[config.mk]
export PLATFORM = sky130hd
export DESIGN_NAME = dcm_mode_select
export DESIGN_NICKNAME = d
export VERILOG_FILES = /design/src/design/dcm_pkg.sv /design/src/design/dcm_chan_mode.sv /design/src/design/dcm_mode_select.sv
export VERILOG_INCLUDE_DIRS = /design/src /design/src/design
export SDC_FILE = /design/constraint.sdc
export NUM_CORES = 1
export LEC_CHECK = 0
export BUFFER_PORTS_ARGS = -buffer_cell sky130_fd_sc_hd__clkbuf_2
export CORE_MARGIN = 3
export CORE_UTILIZATION = 40
export CTS_CLUSTER_SIZE = 8
export DETAILED_ROUTE_END_ITERATION = 7
export MAX_ROUTING_LAYER = met4
export PLACE_DENSITY_LB_ADDON = 0.1
export SLEW_MARGIN = 20
export SYNTH_ARGS = -nofsm -noshare
export SYNTH_HDL_FRONTEND = slang
export SYNTH_SLANG_ARGS = --single-unit
export TNS_END_PERCENT = 50
[constraint.sdc]
create_clock -name clk -period 1.95 [get_ports clk]
set_input_delay 0.195 -clock clk [delete_from_list [all_inputs] [get_ports clk]]
set_output_delay 0.195 -clock clk [all_outputs]
set_load 0.02 [all_outputs]
[src/design/dcm_regs.svh]
// Purpose: offsets, field positions, codes and reset values of the channel mode selector
// Assumes: byte addressed Avalon-MM slave, 32-bit data
// Notes:   definitions only
`ifndef DCM_REGS_SVH
`define DCM_REGS_SVH

// ----------------------------------------------------------------------
// register byte offsets
// ----------------------------------------------------------------------
`define DCM_OFS_CMD       4'h0
`define DCM_OFS_STATUS    4'h4
`define DCM_OFS_PINSET    4'h8
`define DCM_OFS_EECFG     4'hc

// ----------------------------------------------------------------------
// field positions
// ----------------------------------------------------------------------
`define DCM_CMD_CHAN_BIT  8
`define DCM_EE_A_LSB      0
`define DCM_EE_B_LSB      2
`define DCM_ST_A_LSB      0
`define DCM_ST_B_LSB      4
`define DCM_ST_READY_BIT  8
`define DCM_ST_REFUSE_BIT 9
`define DCM_ST_SHARE_BIT  10
`define DCM_ST_DEFLT_BIT  11

// ----------------------------------------------------------------------
// channel mode command values
// ----------------------------------------------------------------------
`define DCM_VAL_BASE      8'h00
`define DCM_VAL_ASYNC_BB  8'h01
`define DCM_VAL_ENGINE    8'h02
`define DCM_VAL_SYNC_BB   8'h04
`define DCM_VAL_SYNC_FIFO 8'h40

// ----------------------------------------------------------------------
// reset values
// ----------------------------------------------------------------------
`define DCM_RST_PINSET    16'h0000
`define DCM_RST_CMD       9'h000
`define DCM_RST_EECFG     8'h00

`endif
[src/design/dcm_pkg.sv]
// Purpose: types shared by the channel mode selector
// Assumes: nothing
// Notes:   eeprom field codes follow the enum order of the first four modes
package dcm_pkg;

  // operating mode of one channel
  typedef enum logic [2:0] {
    MODE_ASYNC_SERIAL,
    MODE_ASYNC_FIFO,
    MODE_CPU_FIFO,
    MODE_FAST_SERIAL,
    MODE_ASYNC_BB,
    MODE_SYNC_BB,
    MODE_ENGINE,
    MODE_SYNC_FIFO
  } dcm_mode_e;

  // eeprom loader
  typedef enum logic [1:0] {
    LD_REQ,
    LD_RELEASE,
    LD_READY
  } dcm_load_e;

endpackage : dcm_pkg

[src/design/dcm_chan_mode.sv]
// Purpose: mode register of one channel, loaded from eeprom and steered by commands
// Assumes: loadBase and cmdValid never share a cycle
// Notes:   refused is a one-cycle pulse from a flop
`timescale 1ns/1ps
`include "dcm_regs.svh"
module dcm_chan_mode
  import dcm_pkg::*;
(
  input  wire logic              clk,
  input  wire logic              sys_rst,
  input  wire logic              loadBase,
  input  wire dcm_pkg::dcm_mode_e baseIn,
  input  wire logic              cmdValid,
  input  wire logic [7:0]        cmdValue,
  input  wire logic              syncAllowed,
  output dcm_pkg::dcm_mode_e     mode,
  output dcm_pkg::dcm_mode_e     baseMode,
  output logic                   refused
);

  dcm_mode_e mode_reg, mode_next, base_reg, base_next;
  logic      refused_reg, refused_next;

  // ----------------------------------------------------------------------
  // next mode
  // ----------------------------------------------------------------------
  always_comb
  begin
    mode_next    = mode_reg;  // held until reset, eeprom load or own command
    base_next    = base_reg;
    refused_next = 1'b0;
    if (loadBase)
    begin
      mode_next = baseIn;     // eeprom decides the power-up mode
      base_next = baseIn;
    end
    else if (cmdValid)
    begin
      case (cmdValue)
        `DCM_VAL_BASE:     mode_next = base_reg;
        `DCM_VAL_ASYNC_BB: mode_next = MODE_ASYNC_BB;
        `DCM_VAL_SYNC_BB:  mode_next = MODE_SYNC_BB;
        `DCM_VAL_ENGINE:   mode_next = MODE_ENGINE;
        `DCM_VAL_SYNC_FIFO:
        begin
          // only from the both-channels async fifo start
          if (base_reg == MODE_ASYNC_FIFO && syncAllowed)
            mode_next = MODE_SYNC_FIFO;
          else
          begin
            if (base_reg == MODE_ASYNC_FIFO)
              mode_next = MODE_ASYNC_FIFO;
            refused_next = 1'b1;
          end
        end
        default: refused_next = 1'b1;
      endcase
    end
  end

  // any reset brings the channel up as async serial
  always_ff @(posedge clk)
  begin
    if (sys_rst)
    begin
      mode_reg    <= MODE_ASYNC_SERIAL;
      base_reg    <= MODE_ASYNC_SERIAL;
      refused_reg <= 1'b0;
    end
    else
    begin
      mode_reg    <= mode_next;
      base_reg    <= base_next;
      refused_reg <= refused_next;
    end
  end

  assign mode     = mode_reg;
  assign baseMode = base_reg;
  assign refused  = refused_reg;

endmodule : dcm_chan_mode

[src/design/dcm_mode_select.sv]
// Purpose: power-up and commanded mode selection for both channels of the bridge
// Assumes: eeprom data is stable while eeAckIn is high; host pin-sets channel B first
// Notes:   every bus access takes two cycles; writes stall until the eeprom is loaded
`timescale 1ns/1ps
`include "dcm_regs.svh"
module dcm_mode_select
  import dcm_pkg::*;
(
  input  wire logic        clk,
  input  wire logic        sys_rst,
  // avalon-mm slave
  input  wire logic [3:0]  avs_address,
  input  wire logic        avs_read,
  input  wire logic        avs_write,
  input  wire logic [31:0] avs_writedata,
  input  wire logic [3:0]  avs_byteenable,
  output logic [31:0]      avs_readdata,
  output logic             avs_waitrequest,
  // configuration eeprom fetch
  output logic             eeReq,
  input  wire logic        eeAckIn,
  input  wire logic [7:0]  eeDataIn,
  // channel B activity pin
  input  wire logic        chbTrafficIn,
  // channel state
  output dcm_pkg::dcm_mode_e modeA,
  output dcm_pkg::dcm_mode_e modeB,
  output logic             bufShareA,
  output logic             chbAvailable,
  // channel B pins
  output logic [7:0]       chbDataOut,
  output logic [7:0]       chbDataOeN,
  output logic             chbPullUpEn,
  output logic             tx_space_flag_n,
  output logic             rx_data_flag_n,
  output logic             chbStrobeOeN
);

  // ----------------------------------------------------------------------
  // pin synchronisers
  // ----------------------------------------------------------------------
  logic [9:0] syncA_reg, syncB_reg;
  logic       ackSync, trafficSync;
  logic [7:0] dataSync;

  // first stage feeds only the second stage
  always_ff @(posedge clk)
  begin
    if (sys_rst)
    begin
      syncA_reg <= 10'h000;
      syncB_reg <= 10'h000;
    end
    else
    begin
      syncA_reg <= {chbTrafficIn, eeAckIn, eeDataIn};
      syncB_reg <= syncA_reg;
    end
  end
  assign {trafficSync, ackSync, dataSync} = syncB_reg;

  // eeprom two-bit field to one of the four stored modes
  function automatic dcm_mode_e eeField(input logic [1:0] f);
    eeField = dcm_mode_e'({1'b0, f});
  endfunction : eeField

  // ----------------------------------------------------------------------
  // eeprom loader
  // ----------------------------------------------------------------------
  dcm_load_e  ld_reg, ld_next;
  logic [7:0] eecfg_reg, eecfg_next;
  logic       loadBase;
  logic       ready;

  // four-phase fetch; modes stay async serial until the byte is taken
  always_comb
  begin
    ld_next    = ld_reg;
    eecfg_next = eecfg_reg;
    loadBase   = 1'b0;
    case (ld_reg)
      LD_REQ:
        if (ackSync)
        begin
          eecfg_next = dataSync;
          loadBase   = 1'b1;
          ld_next    = LD_RELEASE;
        end
      LD_RELEASE:
        if (!ackSync)
          ld_next = LD_READY;
      LD_READY: ld_next = LD_READY;
      default:  ld_next = LD_REQ;
    endcase
  end

  always_ff @(posedge clk)
  begin
    if (sys_rst)
    begin
      ld_reg    <= LD_REQ;
      eecfg_reg <= `DCM_RST_EECFG;
    end
    else
    begin
      ld_reg    <= ld_next;
      eecfg_reg <= eecfg_next;
    end
  end
  assign eeReq = (ld_reg == LD_REQ);
  assign ready = (ld_reg == LD_READY);

  // ----------------------------------------------------------------------
  // bus slave
  // ----------------------------------------------------------------------
  logic        phase_reg, phase_next;
  logic [31:0] rdata_reg, rdata_next;
  logic [8:0]  cmd_reg, cmd_next;
  logic [15:0] pinset_reg, pinset_next;
  logic        refuse_reg, refuse_next;
  logic        wrDone, cmdWr, cmdValidA, cmdValidB;
  logic        refusedA, refusedB, refusedBusy;
  logic        chbUsed_reg, chbUsed_next, chbDeflt_reg, chbDeflt_next;
  dcm_mode_e   baseA, baseB;

  // commands wait for the loader, so they always follow enumeration
  assign avs_waitrequest = (avs_read | avs_write) & (~phase_reg | (avs_write & ~ready));
  assign wrDone    = avs_write & phase_reg & ready;
  assign cmdWr     = wrDone & (avs_address == `DCM_OFS_CMD) & (&avs_byteenable[1:0]);
  assign cmdValidA = cmdWr & ~avs_writedata[`DCM_CMD_CHAN_BIT];
  // channel B takes no command while lent to channel A
  assign cmdValidB   = cmdWr & avs_writedata[`DCM_CMD_CHAN_BIT] & chbAvailable;
  assign refusedBusy = cmdWr & avs_writedata[`DCM_CMD_CHAN_BIT] & ~chbAvailable;

  always_comb
  begin
    phase_next  = (avs_read | avs_write) & avs_waitrequest;
    cmd_next    = cmdWr ? avs_writedata[8:0] : cmd_reg;
    pinset_next = pinset_reg;
    if (wrDone && avs_address == `DCM_OFS_PINSET)
    begin
      if (avs_byteenable[0])
        pinset_next[7:0] = avs_writedata[7:0];
      if (avs_byteenable[1])
        pinset_next[15:8] = avs_writedata[15:8];
    end
    // sticky refusal: a new refusal wins over the write-one clear
    refuse_next = refuse_reg;
    if (wrDone && avs_address == `DCM_OFS_STATUS && avs_writedata[`DCM_ST_REFUSE_BIT])
      refuse_next = 1'b0;
    if (refusedA | refusedB | refusedBusy)
      refuse_next = 1'b1;
    // channel B traffic is judged at the eeprom load
    chbUsed_next  = chbUsed_reg | trafficSync;
    chbDeflt_next = loadBase ? ~chbUsed_next : chbDeflt_reg;
    // read data latched on the request cycle, shown on the answer cycle
    rdata_next = rdata_reg;
    if (avs_read && !phase_reg)
    begin
      case (avs_address)
        `DCM_OFS_CMD:    rdata_next = {23'h000000, cmd_reg};
        `DCM_OFS_STATUS: rdata_next = {20'h00000, chbDeflt_reg, bufShareA, refuse_reg,
                                       ready, 1'b0, modeB, 1'b0, modeA};
        `DCM_OFS_PINSET: rdata_next = {16'h0000, pinset_reg};
        `DCM_OFS_EECFG:  rdata_next = {24'h000000, eecfg_reg};
        default:         rdata_next = 32'h00000000;
      endcase
    end
  end

  always_ff @(posedge clk)
  begin
    if (sys_rst)
    begin
      phase_reg    <= 1'b0;
      rdata_reg    <= 32'h00000000;
      cmd_reg      <= `DCM_RST_CMD;
      pinset_reg   <= `DCM_RST_PINSET;
      refuse_reg   <= 1'b0;
      chbUsed_reg  <= 1'b0;
      chbDeflt_reg <= 1'b1;
    end
    else
    begin
      phase_reg    <= phase_next;
      rdata_reg    <= rdata_next;
      cmd_reg      <= cmd_next;
      pinset_reg   <= pinset_next;
      refuse_reg   <= refuse_next;
      chbUsed_reg  <= chbUsed_next;
      chbDeflt_reg <= chbDeflt_next;
    end
  end
  assign avs_readdata = rdata_reg;

  // ----------------------------------------------------------------------
  // channel mode registers
  // ----------------------------------------------------------------------
  // sync fifo is single channel A, from both channels in async fifo
  dcm_chan_mode u_chan_a (
    .clk        (clk),
    .sys_rst    (sys_rst),
    .loadBase   (loadBase),
    .baseIn     (eeField(eecfg_next[`DCM_EE_A_LSB +: 2])),
    .cmdValid   (cmdValidA),
    .cmdValue   (avs_writedata[7:0]),
    .syncAllowed(baseB == MODE_ASYNC_FIFO && modeB == MODE_ASYNC_FIFO),
    .mode       (modeA),
    .baseMode   (baseA),
    .refused    (refusedA)
  );

  dcm_chan_mode u_chan_b (
    .clk        (clk),
    .sys_rst    (sys_rst),
    .loadBase   (loadBase),
    .baseIn     (eeField(eecfg_next[`DCM_EE_B_LSB +: 2])),
    .cmdValid   (cmdValidB),
    .cmdValue   (avs_writedata[7:0]),
    .syncAllowed(1'b0),
    .mode       (modeB),
    .baseMode   (baseB),
    .refused    (refusedB)
  );

  // ----------------------------------------------------------------------
  // memory sharing and channel B pins
  // ----------------------------------------------------------------------
  // B's buffer goes to A and B stops in sync fifo
  assign bufShareA    = (modeA == MODE_SYNC_FIFO);
  assign chbAvailable = ~bufShareA;

  // unused B keeps pulled-up inputs; else the pin-set value stands
  always_comb
  begin
    if (chbDeflt_reg)
    begin
      chbDataOut      = 8'hff;
      chbDataOeN      = 8'hff;
      chbPullUpEn     = 1'b1;
      tx_space_flag_n = 1'b0;
      rx_data_flag_n  = 1'b1;
      chbStrobeOeN    = 1'b1;
    end
    else
    begin
      chbDataOut      = pinset_reg[7:0];
      chbDataOeN      = ~pinset_reg[15:8];
      chbPullUpEn     = 1'b0;
      tx_space_flag_n = 1'b0;
      rx_data_flag_n  = 1'b1;
      chbStrobeOeN    = 1'b1;
    end
  end
endmodule : dcm_mode_select

==> flow_summary.json, run 1 <==
{
  "dr.pass1.iters": 4,
  "hold_class": "input port to register",
  "cts_sinks": 87,
  "viasPerCell": 4.819,
  "combPwrFrac_pct": 16.4,
  "run_status": "completed",
  "hold_viol": 0,
  "initialDrtViolationCount": 126,
  "start_util_pct": 41.43,
  "report.power.total_mw": 4.000,
  "synth_area_mm2": 0.003846,
  "root_buffer": "clkbuf_8",
  "numCtsBuffers": 9,
  "yosys_warnings": 0,
  "layout.nets": 562,
  "p_seq_share_pct": 46.7,
  "wirelength_um": 9054,
  "p_leak_nw": 2.115,
  "dieArea_mm2": 0.01083,
  "port_buffers": 78,
  "power.internal_mw": 2.954,
  "crit_fanout": 3,
  "diodes": 0,
  "swShare_pct": 26.15,
  "dp_hpwl_um": 6702,
  "postSynthRegisterBits": 87,
  "cp-start-kind": "register",
  "cp_data_arrival_time_ns": 2.13,
  "path_clk_slew_ns": 0.08,
  "cts_tree": "done",
  "grt_pass1_vias": 2954,
  "num-fill-cells": 912,
  "synth-main-ff-cell": "dfxtp_1",
  "wl_per_cell_um": 14.21,
  "max_freq_mhz": 530.8,
  "grt_pass1_wl_um": 14990,
  "holdBufCountCts": 0,
  "worst_slack_ns": 0.06617,
  "critPathCaptureType": "register",
  "min_period_over_period_pct": 96.61,
  "drv_cap": 0,
  "vias": 3070,
  "grt_overflow": 0,
  "stdcell_count": 637,
  "insertion_delay_ns": 0.35,
  "synth_cell_types": 60,
  "placed_cells": 619,
  "worst-setup-path-type": "register to register",
  "avgSynthCellArea_um2": 9.358,
  "areaGrowthSynthToFinish_pct": 23.03,
  "worstPathRequired_ns": 2.19,
  "power_density_mw_per_mm2": 845.3,
  "rsz0062_at_grt": "yes",
  "drc": 0,
  "yosysSeqAreaShare_pct": 45.28,
  "setup_viol": 0,
  "grt_max_degree": 47,
  "cts_max_level": 3,
  "die_y_um": 104.1,
  "post-place-ws_ns": -0.03583,
  "ir_drop_v": 0.0004410,
  "holdWs_ns": 0.04406,
  "final_antenna_net_count": 0,
  "antenna_found_initial": 0,
  "die_w_um": 104.1,
  "finClkSkew_ns": 0.007782,
  "pin_count": 116,
  "finalWeightedCongestion": 0.8306,
  "p_switching_mw": 1.046,
  "rows": 35,
  "synthArstFlopShare_pct": 0,
  "grt_usage_pct": 17.63,
  "post_route_cells_drive_above_1_share_pct": 31.10,
  "clkPwrFrac_pct": 37.0,
  "slew_viol_final": 0,
  "clock_path_buffers": 2,
  "core-area_mm2": 0.009284,
  "synth_edf_count": 0,
  "syn_inst": 411,
  "min_period_ns": 1.884
}
[final timing paths]
| check | to | startpoint | slack [ns] | cells after the start |
|---|---|---|---|---|
| max reg2reg | u_chan_b.mode[0] | ld_reg[0] | 0.07 | 7 |
| min | syncA_reg[9] | chbTrafficIn | 0.04 | 2 |
| min reg2reg | eecfg_reg[7] | syncB_reg[7] | 0.44 | 2 |
| max | u_chan_b.mode[0] | ld_reg[0] | 0.07 | 7 |
[final cells by class]
| cell class | count | area, um2 | share of cell area (%) |
|---|---|---|---|
| Sequential cell | 87 | 1744 | 36.86 |
| Timing Repair Buffer | 109 | 635.6 | 13.43 |
| Clock inverter | 5 | 106.4 | 2.247 |
| Clock buffer | 10 | 127.6 | 2.697 |
| Inverter | 7 | 26.28 | 0.5553 |
| Multi-Input combinational cell | 290 | 1931 | 40.80 |
| Tap cell | 129 | 161.4 | 3.411 |
[stage by stage]
stage	cell area [um2]	setup TNS, ns	utilization, %
floorplan	3915	-0.04405	-
global placement	4427	-0.01633	47.68
detailed placement	4427	-0.03583	47.68
CTS	4705	-0.01451	50.67
global route	4732	-0.01926	50.97
finish	4732	0	50.97
[repair_timing]
action | CTS | global route
setup endpoints to repair | 1 | 4
hold endpoints to repair | 0 | 0
gates resized for setup | 7 | 5
pin swaps | 3 | 4
buffers inserted | 2 | 1
[critical path: stages, from the launching register on]
cell	delay, ns
dfxtp_2	0.33
inv_2	0.06
ha_4	0.12
and3_4	0.19
nand3_4	0.07
or4b_4	0.52
o21ai_4	0.17
mux2_4	0.31
[power by group through the flow]
stage / clock network (mW) / registers [mW] / logic, mW
floorplan: 0 / 1.90 / 0.402
CTS: 1.53 / 1.87 / 0.641
detailed placement: 0 / 1.90 / 0.617
finish: 1.48 / 1.87 / 0.655
global route: 1.60 / 1.87 / 0.712
global placement: 0 / 1.90 / 0.610
[synth_stat cells (2+ instances only)]
master / number / share of area, %
xor2_1: 2 / 0.46
buf_1: 2 / 0.20
mux2_2: 2 / 0.59
clkbuf_1: 16 / 1.6
buf_2: 4 / 0.52
nor2b_1: 25 / 4.1
or2_2: 9 / 1.5
mux4_2: 6 / 3.5
nand3_1: 10 / 1.3
nor2_1: 56 / 5.5
and3_1: 2 / 0.33
nand2_1: 28 / 2.7
o21ai_0: 6 / 0.78
conb_1: 2 / 0.20
and2_1: 2 / 0.33
nor3b_1: 2 / 0.39
inv_1: 7 / 0.68
buf_4: 20 / 3.9
a22o_1: 6 / 1.4
a22oi_1: 12 / 2.3
nor3_1: 5 / 0.65
dfxtp_1: 87 / 45
ha_1: 4 / 1.3
a21oi_1: 22 / 2.9
a211oi_1: 2 / 0.39
mux2i_1: 26 / 6.8
nand2b_1: 11 / 1.8
o21ai_2: 2 / 0.46
buf_6: 2 / 0.59
[cell families after synthesis]
group | share of synthesized area (%)
buf+inv | 7.450
flops | 45.28
mux | 11.16
compound gates | 11.03
simple gates | 22.64
fa+ha+maj | 1.562
xor+xnor | 0.6833
other cells | 0.1953
[layout by cell type, fill, tap and decap left out, drive strengths merged, types with 3 or more instances in the layout]
cell,count
nand3,11
nor3,6
mux2,3
conb,19
buf,31
or2,10
o21ai,8
a22o,6
bufinv,3
clkbuf,88
inv,8
ha,4
a211oi,3
nand2b,11
nand2,28
nor2,56
mux4,6
a21oi,22
nor2b,25
a22oi,12
mux2i,26
dfxtp,87
[metal layers]
metal,global-route usage [%],up-vias,part of all wire [%]
met4,6.648,0,1.9
met1,23.87,1411,49
met2,25.86,95,43
li1,-,1550,-
met3,3.849,14,5.8
met5,-,-,0
No activity file was read; power rests on OpenSTA's default activity.
==> run 2: changes to the inputs <==
--- a/config.mk
+++ b/config.mk
@@ -11,6 +11,7 @@
 export CORE_UTILIZATION = 40
 export CTS_CLUSTER_SIZE = 8
 export DETAILED_ROUTE_END_ITERATION = 7
+export HOLD_SLACK_MARGIN = 0.1
 export MAX_ROUTING_LAYER = met4
 export PLACE_DENSITY_LB_ADDON = 0.1
 export SLEW_MARGIN = 20
==> run 2 against run 1 <==
Net effect: design area rose by 3.6%; flip-flop and latch count did not move; non-clock buffer count rose by 17; largest cell class unchanged.
==> flow_summary.json, run 2 (synthesized netlist as in run 1, its figures left out) <==
{
  "grt_pass1_vias": 3030,
  "grt_use_met3_pct": 3.911,
  "wl_per_cell_um": 13.96,
  "min_period_over_period_pct": 96.61,
  "top_usage_layer": "met2",
  "r2r-start": "ld_reg[0]",
  "die_w_um": 104.1,
  "finalWeightedCongestion": 0.8306,
  "layout.nets": 579,
  "finClkSkew_ns": 0.008134,
  "diodes": 0,
  "min_period_ns": 1.884,
  "pin_count": 116,
  "numCtsBuffers": 9,
  "dieArea_mm2": 0.01083,
  "drv_cap": 0,
  "grt_pass1_wl_um": 15210,
  "start_util_pct": 41.43,
  "grt_util_met1_pct": 23.95,
  "cts_max_level": 3,
  "ir_drop_v": 0.0004474,
  "die_y_um": 104.1,
  "viasPerCell": 4.768,
  "worstPathRequired_ns": 2.19,
  "clock_path_buffers": 2,
  "multiInputGateArea_mm2": 0.001931,
  "wirelength_um": 9130,
  "grt_max_degree": 47,
  "setup_viol": 0,
  "vias": 3118,
  "grt_overflow": 0,
  "setup_tns_ns": 0,
  "root_buffer": "clkbuf_8",
  "p_leak_nw": 2.186,
  "utilization_pct": 52.80,
  "cts_sinks": 87,
  "use_met2_pct": 26.46,
  "max_freq_mhz": 530.8,
  "dp_hpwl_um": 6702,
  "rsz0062_at_grt": "yes",
  "cp_data_arrival_time_ns": 2.13,
  "crit_start": "ld_reg[0]",
  "cp-start-kind": "register",
  "core-area_mm2": 0.009284,
  "initialDrtViolationCount": 116,
  "hold_class": "input port to register",
  "post_route_cells_drive_above_1_share_pct": 30.10,
  "dr.pass1.iters": 4,
  "port_buffers": 78,
  "insertion_delay_ns": 0.35,
  "final_antenna_net_count": 0,
  "critPathCaptureType": "register",
  "crit_fanout": 3,
  "power_density_mw_per_mm2": 821.5,
  "worst-setup-path-type": "register to register",
  "run_status": "completed",
  "layout_commonest_cell": "dfxtp_1",
  "cts_tree": "done",
  "num-fill-cells": 893,
  "seq_area_mm2": 0.001744,
  "rows": 35,
  "path_clk_slew_ns": 0.08,
  "hold_viol": 0,
  "antenna_found_initial": 0,
  "slew_viol_final": 0,
  "layout_common_cells": "85 x dfxtp_1, 78 x clkbuf_2, 56 x nor2_1",
  "grt_usage_pct": 17.85,
  "areaGrowthSynthToFinish_pct": 27.46,
  "holdCritStartpoint": "avs_writedata[8]",
  "drc": 0
}
[run 2: changes by cell type in the layout (fill, tap and decap cells not counted)]
| cell | before | now |
|---|---|---|
| dlygate4sd3_1 | 0 | 17 |
[run 2: per-stage QoR]
stage	cell area, um2	power [mW]	setup slack [ns]	hold WS, ns	instances
2_1_floorplan	3915	2.306	-0.04405	0.2735	428
3_3_place_gp	4427	2.511	-0.01633	0.4029	619
3_5_place_dp	4427	2.519	-0.03583	0.4092	619
4_1_cts	4875	4.064	-0.01451	0.1086	653
5_1_grt	4902	4.217	-0.008770	0.1307	654
6_report	4902	4.027	0.06603	0.1278	654
[run 2: power by group]
group | internal, mW | switching [mW]
logic | 0.297 | 0.384
registers | 1.83 | 0.0369
clock network | 0.849 | 0.631
[run 2: final cells by class]
class,count,share of cell area [%]
Tap cell,129,3.293
Clock buffer,10,2.603
Multi-Input combinational cell,290,39.38
Inverter,7,0.5360
Clock inverter,5,2.169
Sequential cell,87,35.58
Timing Repair Buffer,126,16.44
[run 2: path summary, 6_finish.rpt]
path | endpoint | slack (ns) | depth (start not counted)
worst max-delay path | u_chan_b.mode[0] | 0.07 | 7
worst min-delay path | u_chan_a.refused | 0.13 | 2
worst max register to register | u_chan_b.mode[0] | 0.07 | 7
worst min register to register | eecfg_reg[7] | 0.44 | 2
[run 2: timing repair]
action,in CTS,in global routing
setup buffers,2,1
endpoints found under the setup margin,1,4
endpoints found under the hold margin,17,0
pin swaps,3,4
hold buffers,17,0
resized for setup,7,5
[run 2: critical path, cell delays in order (launching register included)]
cell,delay [ns]
dfxtp_2,0.33
inv_2,0.06
ha_4,0.12
and3_4,0.19
nand3_4,0.07
or4b_4,0.52
o21ai_4,0.17
mux2_4,0.31
[run 2: per-layer routing]
metal | share of wire (%) | vias to the layer above | wire length (um)
li1 | - | 1587 | -
met3 | 5.4 | 14 | 495
met2 | 43 | 89 | 3935
met4 | 2.0 | 0 | 180
met5 | 0 | - | 0
met1 | 49 | 1428 | 4518
